## config.mk

```make
export PLATFORM = sky130hd
export DESIGN_NAME = adc_sample_output
export DESIGN_NICKNAME = d
export VERILOG_FILES = /design/src/include/adc_pkg.sv /design/src/rtl/adc_sample_output.sv
export SDC_FILE = /design/constraint.sdc
export NUM_CORES = 1
export LEC_CHECK = 0
export BUFFER_PORTS_ARGS = -buffer_cell sky130_fd_sc_hd__buf_2
export CAP_MARGIN = 20
export CORE_UTILIZATION = 58
export DETAILED_ROUTE_END_ITERATION = 10
export PLACE_DENSITY_LB_ADDON = 0.12
export SLEW_MARGIN = 20
export SYNTH_ARGS = -nofsm -noshare
export SYNTH_HDL_FRONTEND = slang
export SYNTH_SLANG_ARGS = --single-unit
```

## constraint.sdc

```tcl
create_clock -name sys_clk -period 2.8 [get_ports sys_clk]
set_clock_uncertainty 0.2 [all_clocks]
set_input_delay 0.14 -clock sys_clk [delete_from_list [all_inputs] [get_ports sys_clk]]
set_output_delay 0.14 -clock sys_clk [all_outputs]
set_load 0.01 [all_outputs]
```

## src/include/adc_pkg.sv

```systemverilog
// shared constants and carrier types for the pipelined converter output logic
package adc_pkg;
    localparam int RESULT_W      = 12;
    localparam int STAGE1_BITS   = 4;
    localparam int STAGE2_BITS   = 4;
    localparam int STAGE3_BITS   = 3;
    localparam int STAGE4_BITS   = 4;
    localparam int RAW_W         = STAGE1_BITS + STAGE2_BITS + STAGE3_BITS + STAGE4_BITS;
    localparam int LATENCY       = 3;
    localparam int SUM_W         = RESULT_W + 2;
    // stage weights: bit offsets of each estimate inside the corrected sum
    localparam int STAGE1_SHIFT  = 9;
    localparam int STAGE2_SHIFT  = 6;
    localparam int STAGE3_SHIFT  = 4;
    localparam int STAGE4_SHIFT  = 0;
    // overlap offset removed after summing the estimates
    localparam logic [SUM_W-1:0] OVERLAP_OFFSET = 14'h0248;
    localparam logic [SUM_W-1:0] CODE_MAX       = 14'h0fff;
    localparam logic [RESULT_W-1:0] CODE_TOP    = 12'hfff;
    localparam logic [RESULT_W-1:0] CODE_ZERO   = 12'h000;
    localparam real CLK_MHZ       = 40.0;
    localparam real MIN_CONV_KHZ  = 10.0;

    typedef struct packed {
        logic [STAGE1_BITS-1:0] s1;
        logic [STAGE2_BITS-1:0] s2;
        logic [STAGE3_BITS-1:0] s3;
        logic [STAGE4_BITS-1:0] s4;
    } raw_bits_t;

    typedef struct packed {
        logic                range_exceeded_flag;
        logic [RESULT_W-1:0] code;
    } sample_word_t;

    typedef enum logic [2:0] {
        ST_TRACK    = 3'b001,
        ST_HOLD     = 3'b010,
        ST_HANDOFF  = 3'b100
    } th_state_t;
endpackage

```

## src/rtl/adc_sample_output.sv

```systemverilog
// digital core of the pipelined converter: sampling, correction, output latch
// Summary of operation
// - every rising conversion-clock edge samples the input and starts a conversion.
// - the track-hold stage tracks while the clock is low and holds while it is high.
// - internal timing comes from both rising and falling conversion-clock edges.
// - a new sample is accepted each cycle with several conversions in flight.
// - a result reaches the outputs three conversion cycles after its sampling edge.
// - four flash stages resolve 4, 4, 3 and 4 bits, the first three forming residues.
// - stage one returns to track only after stage two has entered hold.
// - correction sums the 15 raw bits with overlap into one 12-bit word.
// - the corrected word and range flag are registered together into the output latch.
// - all 4096 output codes are reachable.
// - a major disturbance marks the three conversions in the pipeline as suspect.
// - the output is twos complement by inverting the offset-binary top bit.
// - the range flag rises below the lowest or above the highest code.
// - the output-enable input decides whether data outputs are driven.
module adc_sample_output
    import adc_pkg::*;
#(
    parameter int DEPTH = LATENCY
) (
    input  wire logic                        sys_clk,
    input  wire logic                        rst,
    input  wire logic                        conv_clk_pin,
    input  wire adc_pkg::raw_bits_t          flash_bits,
    input  wire logic                        disturb_event,
    input  wire logic                        output_drive_enable,
    input  wire logic                        out_ready,
    output logic                             track_hold_stage,
    output logic                             stage2_hold,
    output logic                             sample_strobe,
    output logic [adc_pkg::RESULT_W-1:0]     data_out,
    output logic                             range_exceeded_flag,
    output logic [adc_pkg::RESULT_W:0]       data_oe,
    output logic                             out_valid,
    output logic                             word_suspect,
    output logic                             overrun
);
    import adc_pkg::*;

    logic                clk_meta;
    logic                clk_sync;
    logic                clk_prev;
    logic                rise;
    logic                fall;
    logic                fall_seen;
    th_state_t           th_state;
    logic [SUM_W-1:0]    corr_sum;
    sample_word_t        corr_word;
    sample_word_t        pipe_word [DEPTH];
    logic [DEPTH-1:0]    pipe_valid;
    logic [DEPTH-1:0]    pipe_suspect;
    sample_word_t        stage_word_in [DEPTH];
    logic [DEPTH-1:0]    stage_valid_in;
    logic [DEPTH-1:0]    stage_suspect_in;
    sample_word_t        buf_word [2];
    logic [1:0]          buf_suspect;
    logic                wr_ptr;
    logic                rd_ptr;
    logic [1:0]          buf_count;
    logic                buf_push;
    logic                buf_pop;

    // conversion clock arrives from a pin, so it is synchronised before use
    always_ff @(posedge sys_clk) begin
        if (rst) begin
            clk_meta <= 1'b0;
            clk_sync <= 1'b0;
            clk_prev <= 1'b0;
        end else begin
            clk_meta <= conv_clk_pin;
            clk_sync <= clk_meta;
            clk_prev <= clk_sync;
        end
    end

    // both edges are decoded; the rising one starts work, the falling one re-arms tracking
    assign rise = clk_sync & ~clk_prev;
    assign fall = ~clk_sync & clk_prev;
    assign sample_strobe = rise;

    // a fall that lands while still in hold is remembered, so the handoff cannot miss it
    always_ff @(posedge sys_clk) begin
        if (rst) begin
            fall_seen <= 1'b0;
        end else if (th_state == ST_HOLD) begin
            fall_seen <= fall;
        end else begin
            fall_seen <= 1'b0;
        end
    end

    // track-hold sequencing: hold on rise, hand residue to stage two, track again on fall
    always_ff @(posedge sys_clk) begin
        if (rst) begin
            th_state <= ST_TRACK;
        end else begin
            case (th_state)
                ST_TRACK:   if (rise) th_state <= ST_HOLD;
                ST_HOLD:    th_state <= ST_HANDOFF;
                ST_HANDOFF: if (fall || fall_seen) th_state <= ST_TRACK;
                default:    th_state <= ST_TRACK;
            endcase
        end
    end

    // hold level follows the state, so it stays high for the whole clock-high time
    assign track_hold_stage = (th_state != ST_TRACK);
    assign stage2_hold      = (th_state == ST_HANDOFF);

    // overlap correction: weighted estimates summed, shared redundancy removed
    always_comb begin
        corr_sum = (SUM_W'(flash_bits.s1) << STAGE1_SHIFT)
                 + (SUM_W'(flash_bits.s2) << STAGE2_SHIFT)
                 + (SUM_W'(flash_bits.s3) << STAGE3_SHIFT)
                 + (SUM_W'(flash_bits.s4) << STAGE4_SHIFT);
        corr_word = '0;
        if (corr_sum < OVERLAP_OFFSET) begin
            corr_word.code = CODE_ZERO;
            corr_word.range_exceeded_flag = 1'b1;
        end else if ((corr_sum - OVERLAP_OFFSET) > CODE_MAX) begin
            corr_word.code = CODE_TOP;
            corr_word.range_exceeded_flag = 1'b1;
        end else begin
            // every value from zero to full scale passes through unclipped
            corr_word.code = RESULT_W'(corr_sum - OVERLAP_OFFSET);
        end
        // twos complement: invert the top bit of offset binary
        corr_word.code[RESULT_W-1] = ~corr_word.code[RESULT_W-1];
    end

    // stage inputs: stage zero takes the corrected word, each later stage its neighbour
    assign stage_word_in[0]    = corr_word;
    assign stage_valid_in[0]   = 1'b1;
    assign stage_suspect_in[0] = disturb_event;

    // pipeline advances once per rising edge; one new sample per cycle
    // a glitch taints every conversion still in flight, so the set beats the shift
    for (genvar i = 0; i < DEPTH; i++) begin : g_stage
        if (i > 0) begin : g_link
            assign stage_word_in[i]    = pipe_word[i-1];
            assign stage_valid_in[i]   = pipe_valid[i-1];
            assign stage_suspect_in[i] = pipe_suspect[i-1];
        end
        always_ff @(posedge sys_clk) begin
            if (rst) begin
                pipe_word[i]    <= '0;
                pipe_valid[i]   <= 1'b0;
                pipe_suspect[i] <= 1'b0;
            end else begin
                if (rise) begin
                    pipe_word[i]    <= stage_word_in[i];
                    pipe_valid[i]   <= stage_valid_in[i];
                    pipe_suspect[i] <= stage_suspect_in[i];
                end
                if (disturb_event) begin
                    pipe_suspect[i] <= 1'b1;
                end
            end
        end
    end

    // two-entry buffer absorbs a stalled receiver; word leaves after the third rise
    assign buf_push = rise & pipe_valid[DEPTH-1];
    assign buf_pop  = out_valid & out_ready;
    assign overrun  = buf_push & (buf_count == 2'd2) & ~buf_pop;

    always_ff @(posedge sys_clk) begin
        if (rst) begin
            wr_ptr      <= 1'b0;
            rd_ptr      <= 1'b0;
            buf_count   <= 2'd0;
            buf_suspect <= '0;
            buf_word[0] <= '0;
            buf_word[1] <= '0;
        end else begin
            // full buffer drops the newest word and flags overrun; the converter cannot stall
            if (buf_push && (buf_count != 2'd2 || buf_pop)) begin
                buf_word[wr_ptr]    <= pipe_word[DEPTH-1];
                buf_suspect[wr_ptr] <= pipe_suspect[DEPTH-1];
                wr_ptr              <= ~wr_ptr;
            end
            if (buf_pop) begin
                rd_ptr <= ~rd_ptr;
            end
            if (buf_push && (buf_count != 2'd2 || buf_pop) && !buf_pop) begin
                buf_count <= buf_count + 2'd1;
            end else if (buf_pop && !(buf_push && (buf_count != 2'd2 || buf_pop))) begin
                buf_count <= buf_count - 2'd1;
            end
        end
    end

    // handshake valid stays combinational so the receiver sees a word the cycle it lands
    assign out_valid = (buf_count != 2'd0);

    // output latch: word and flag always captured together
    always_ff @(posedge sys_clk) begin
        if (rst) begin
            data_out            <= '0;
            range_exceeded_flag <= 1'b0;
            word_suspect        <= 1'b0;
        end else begin
            data_out            <= buf_word[rd_ptr].code;
            range_exceeded_flag <= buf_word[rd_ptr].range_exceeded_flag;
            word_suspect        <= buf_suspect[rd_ptr] & out_valid;
        end
    end

    // output enable is an external pin; drivers follow it across the whole bus
    logic oe_meta;
    logic oe_sync;
    always_ff @(posedge sys_clk) begin
        if (rst) begin
            oe_meta <= 1'b0;
            oe_sync <= 1'b0;
        end else begin
            oe_meta <= output_drive_enable;
            oe_sync <= oe_meta;
        end
    end
    assign data_oe = {(RESULT_W+1){oe_sync}};
endmodule

```

======== After elaboration in Yosys (flattened, before gate mapping) ========
Memory sizes are Yosys's and may differ from the RTL's. A register that Yosys moved wholly into a read port is not among the register bits.
Cells that the tools add are included.
storage, ports and cells
  logic and storage cells ................. 103
  output and inout bits ................... 32
  memories ................................ 2
  register bits ........................... 22
  input port bits ......................... 21
  RAM bits ................................ 65
operators by class
  multiplexer cells ....................... 33
  $add $sub $neg .......................... 6
  eq/ne operators ......................... 8
  reduce and logical (&&, ||, !) cells .... 14
  magnitude comparators ................... 5
  bitwise gates (word level) .............. 17
memory list
  memory     depth  width  read ports  clocked after Yosys merged registers in  wr ports  line                     text
  pipe_word  3      13     3           0                                        3         adc_sample_output.sv:50  sample_word_t pipe_word [DEPTH];
  buf_word   2      13     1           1                                        2         adc_sample_output.sv:56  sample_word_t buf_word [2];
operators with widths
  kind                                                             number
  two-way mux 13 bit                                               5
  two-way mux 1 bit                                                20
  adder 13 x 10 -> 14 bit                                          1
  adder 14 x 4 -> 14 bit                                           1
  adder 14 x 7 -> 14 bit                                           1
  greater-than comparator 14 x 12 -> 1 bit, second input constant  1
  less-than comparator 14 x 10 -> 1 bit, second input constant     1
  subtractor 14 x 10 -> 14 bit, second input constant              1
  OR reduction 13 bit                                              1
  two-way mux 12 bit                                               1
  case mux 3 bit (3 select lines)                                  1
  bitwise AND 1 bit                                                7
  inverter 1 bit                                                   7
  two-way mux 3 bit                                                2
  nonzero test 2 bit                                               3
  logical AND 1 bit                                                4
  less-than comparator 1 x 2 -> 1 bit, second input constant       2
  two-way mux 2 bit                                                2
  inequality test 2 bit, second input constant                     2
  == test 3 x 1 -> 1 bit, second input constant                    1
  == test 3 x 2 -> 1 bit, second input constant                    1
  == test 3 bit, second input constant                             1
  inequality test 3 x 1 -> 1 bit, second input constant            1
  OR 1 bit                                                         3
  other kinds (11)                                                 13

======== Logic depth before layout (Yosys ltp) ========
  depth in word-level cells ............... 9
  depth in mapped cells ................... 9
  depth with buffers taken out ............ 8

======== Worst setup path before layout ========
OpenSTA, ideal clock, no wires.
  kind .................................... register to register
  from .................................... reg clk_sync
  to ...................................... reg buf_suspect[0]
  data arrival time ....................... 1.952 ns
  library setup time ...................... 0.121 ns
  buffers on the path ..................... 1
  stages on the path, launching flop included .. 7
  path slack .............................. 0.527 ns
  cells stage by stage .................... dfxtp_1 nor2b_1 buf_2 nand2_1 or2_1 o21bai_1 a2bb2o_1
on the way
  word-level cells in the longest chain between the ends .. 3
RTL lines
  item                           line                      text
  start, declared                adc_sample_output.sv:42   logic clk_sync;
  start signal, assigned         adc_sample_output.sv:72   clk_sync <= clk_meta;
  bitwise AND 1 bit              adc_sample_output.sv:78   assign rise = clk_sync & ~clk_prev;
  named net sample_strobe        adc_sample_output.sv:31   output logic sample_strobe,
  bitwise AND 1 bit              adc_sample_output.sv:164  assign buf_push = rise & pipe_valid[DEPTH-1];
  logical AND 1 bit              adc_sample_output.sv:178  if (buf_push && (buf_count != 2'd2 || buf_pop)) begin
  end signal, assigned by index  adc_sample_output.sv:180  buf_suspect[wr_ptr] <= pipe_suspect[DEPTH-1];
  end, declared                  adc_sample_output.sv:57   logic [1:0] buf_suspect;
The timed path passes the listed nets, and every way through them passes these cells.
A chain may end at the register's enable or synchronous reset.

==> results.py <==
metrics = {
    "finish": {
        "fin_util_pct": 67.8,
        "nNetsFinal": 418,
        "final_area_um2": 4920,
        "drive_gt1_share_pct": 25.2,
        "area_growth_pct": 12.5,
        "diodes": 0,
        "fillCellCount": 560,
    },
    "sta": {
        "whs_ns": 0.0651,
        "worst_slew_pin_slew_ns": 0.852,
        "finalCritPeriodShare_pct": 83.1,
        "max_freq_ghz": 0.430,
        "maxSlewViolCount": 0,
        "max_slew_margin_pct": 43.1,
        "hold_violations": 0,
        "setup_ws_ns": 0.472,
        "finalCriticalPeriod_ns": 2.33,
        "fin_tns_setup_ns": 0,
        "setup_viol": 0,
        "rsz0062_at_grt": "false",
    },
    "placement": {
        "detailedPlace.worstSlack_ns": 0.276,
        "dpl_cell_area_um2": 4610,
        "place_hpwl_um": 4130,
        "gp_congestion": 0.743,
        "place.port_buffers": 52,
    },
    "yosys": {
        "synth_top_family_by_area": "simple AND/OR/NAND/NOR gates",
        "synth_compound_area_share_pct": 9.90,
        "ys.flop_type": "edfxtp_1",
        "syn_nets": 368,
        "synth-simple-area-share_pct": 16.1,
        "synth_area_um2": 4370,
        "yosysSeqAreaShare_pct": 60.7,
        "synthXorXnorAreaFrac_pct": 3.38,
        "ys_seq_elements": 100,
        "synth_largest_area_cell": "edfxtp_1",
        "synth_cells": 342,
        "ys_warn_count": 0,
        "synth_enable_flop_cells": 65,
        "syn_area_per_cell_um2": 12.8,
        "synthTopCellsByArea": "edfxtp_1 (45%), dfxtp_1 (16%), and2_1 (7.4%)",
        "synth_top_area_share_pct": 44.6,
        "async_flop_share_pct": 0,
        "synth_fa_ha_area_share_pct": 1.43,
        "yosysUniqueCellTypes": 55,
        "muxShareOfSynthArea_pct": 3.43,
    },
    "floorplan": {
        "coreArea_um2": 7250,
        "die_w_um": 88.8,
        "fp.dieH_um": 88.8,
        "ios": 53,
        "core.rowCount": 31,
        "design.die.area_um2": 7890,
        "initial_core_util_pct": 60.3,
    },
    "worst_setup_path": {
        "cp_max_fo": 12,
        "start_kind": "input port",
        "r2r_cells": 7,
        "ff2ff_setup_slack_ns": 0.62,
        "critPathKind": "in2reg",
        "crit_path_end_kind": "register",
        "r2r-start": "clk_sync",
        "r2r-end": "buf_word[1][9]",
        "critPathRequiredTime_ns": 2.70,
        "arrival_ns": 2.23,
    },
    "routing": {
        "viasPerCell": 5.05,
        "wirelength_um": 6190,
        "ant_nets": 0,
        "first_pass_iters": 4,
        "first_iter_violations": 89,
        "via_count": 2504,
        "drc": 0,
        "routedWlPerCell_um": 12.5,
    },
    "min_path": {
        "hold_depth": 3,
        "min_path_type": "in2reg",
        "min_from": "flash_bits[5]",
        "hold_end": "pipe_word[0][5]",
    },
    "power": {
        "switching_share_pct": 24.6,
        "p_per_area_nw_per_um2": 590,
        "p_int_w": 0.00219,
        "clockPowerShare_pct": 32.6,
        "power_leakage_nw": 1.95,
        "p_switching_w": 0.000714,
        "peakVddDrop_v": 0.000274,
        "seq_power_share_pct": 57.6,
        "comb_power_share_pct": 9.8,
    },
    "cts": {
        "cts_buffer_depth": 2,
        "path_clk_slew_ns": 0.10,
        "numCtsBuffers": 9,
        "ctsResizeCount": 0,
        "htreeDepth": 3,
        "clk_latency_ns": 0.37,
        "root_buffer": "clkbuf_8",
        "tritoncts": "built",
        "cts_sinks": 100,
    },
    "grt": {
        "grt_pass1_vias": 2325,
        "antenna_found_initial": 0,
        "overflow": 0,
        "grt_use_total_pct": 17.5,
        "grt_max_degree": 40,
        "grt.met1_usage_pct": 21.0,
        "met3_usage_pct": 4.29,
        "met2_usage_pct": 29.6,
        "grt_first_pass_wirelength_um": 10400,
        "busiest_layer": "met2",
    },
    "job": {
        "drv_cap": 0,
    },
    "run_status": {
        "outcome": "complete, no violations",
    },
}
critical path: stages:
cell,delay (ns)
dlygate4sd3_1,0.53
buf_2,0.15
o31a_1,0.31
or3_4,0.39
a32oi_4,0.23
a21o_2,0.33
a41oi_2,0.15
synth_stat cells (3+ instances only):
| cell | instances |
|---|---|
| clkbuf_1 | 9 |
| inv_1 | 10 |
| mux2i_1 | 15 |
| nor2b_1 | 10 |
| buf_4 | 14 |
| a41oi_2 | 6 |
| xor2_1 | 6 |
| nand2_1 | 9 |
| edfxtp_1 | 65 |
| a21oi_1 | 7 |
| ha_1 | 5 |
| dfxtp_1 | 35 |
| a211oi_1 | 3 |
| and2_1 | 52 |
| nor2_1 | 29 |
| xnor2_1 | 9 |
| a31oi_2 | 5 |
| buf_6 | 3 |
| o21ai_0 | 4 |
area by class of cell:
| class | instances | area, µm² | share of cell area (%) |
|---|---|---|---|
| Sequential cell | 100 | 2650 | 53.9 |
| Clock buffer | 9 | 124 | 2.52 |
| Timing Repair Buffer | 68 | 405 | 8.24 |
| Inverter | 10 | 37.5 | 0.763 |
| Clock inverter | 7 | 81.3 | 1.65 |
| Tap cell | 99 | 124 | 2.52 |
| Multi-Input combinational cell | 203 | 1500 | 30.4 |
stage by stage:
stage,std cells,power [W]
floorplan,342,0.00192
global placement,470,0.00197
detailed placement,470,0.00198
CTS,496,0.00292
global route,496,0.00302
finish,496,0.00290
worst max-delay path by stage:
stage | from | to | slack [ns] | cells after the start
after detailed placement | flash_bits[6] | pipe_word[0][3] | 0.28 | 8
after global routing | flash_bits[3] | pipe_word[0][3] | 0.40 | 7
final | flash_bits[3] | pipe_word[0][6] | 0.47 | 7
after global placement | flash_bits[6] | pipe_word[0][3] | 0.34 | 8
after floorplan | clk_sync | buf_suspect[0] | 0.53 | 6
after CTS | flash_bits[3] | pipe_word[0][3] | 0.48 | 7
placed cells by master (no fill, tap or decap), types with 10 or more instances in the layout:
master	instances
nor2_1	29
and2_1	52
mux2i_1	15
dfxtp_1	35
nor2b_1	10
buf_2	52
edfxtp_1	65
dlygate4sd3_1	10
inv_1	10
power groups by stage:
stage                     combinational [W]  clock, W  sequential (W)
after global placement             0.000267         0         0.00170
after global routing               0.000316   0.00102         0.00168
after detailed placement           0.000274         0         0.00171
after floorplan                    0.000220         0         0.00170
final                              0.000284  0.000946         0.00167
after CTS                          0.000286  0.000961         0.00167
logic make-up after synthesis:
group                      Yosys count
adders and majority gates            5
xor gates and xnor gates            16
DFF                                100
muxes                               15
buffers and inverters               39
and+or+nand+nor                    123
AOI/OAI and AO/OA                   44
flip-flops by register name, summed over array words and instances, names as in the netlist, 2 cells and up:
| signal | flops |
|---|---|
| data_out | 12 |
| pipe_valid | 3 |
| pipe_suspect | 3 |
| pipe_word | 39 |
| buf_suspect | 2 |
| buf_word | 26 |
| th_state | 3 |
| buf_count | 2 |
per-layer routing:
metal | up-vias | routed length (µm)
met4 | 0 | 125
li1 | 1283 | -
met3 | 10 | 229
met2 | 59 | 3070
met5 | - | 0
met1 | 1152 | 2760
what timing repair did:
item                       4_1_cts  5_1_grt
hold buffers                    10        0
buffers inserted                 0        0
hold endpoints to repair        17        0
setup endpoints to repair        0        0
Power figures use the tool's default switching activity.
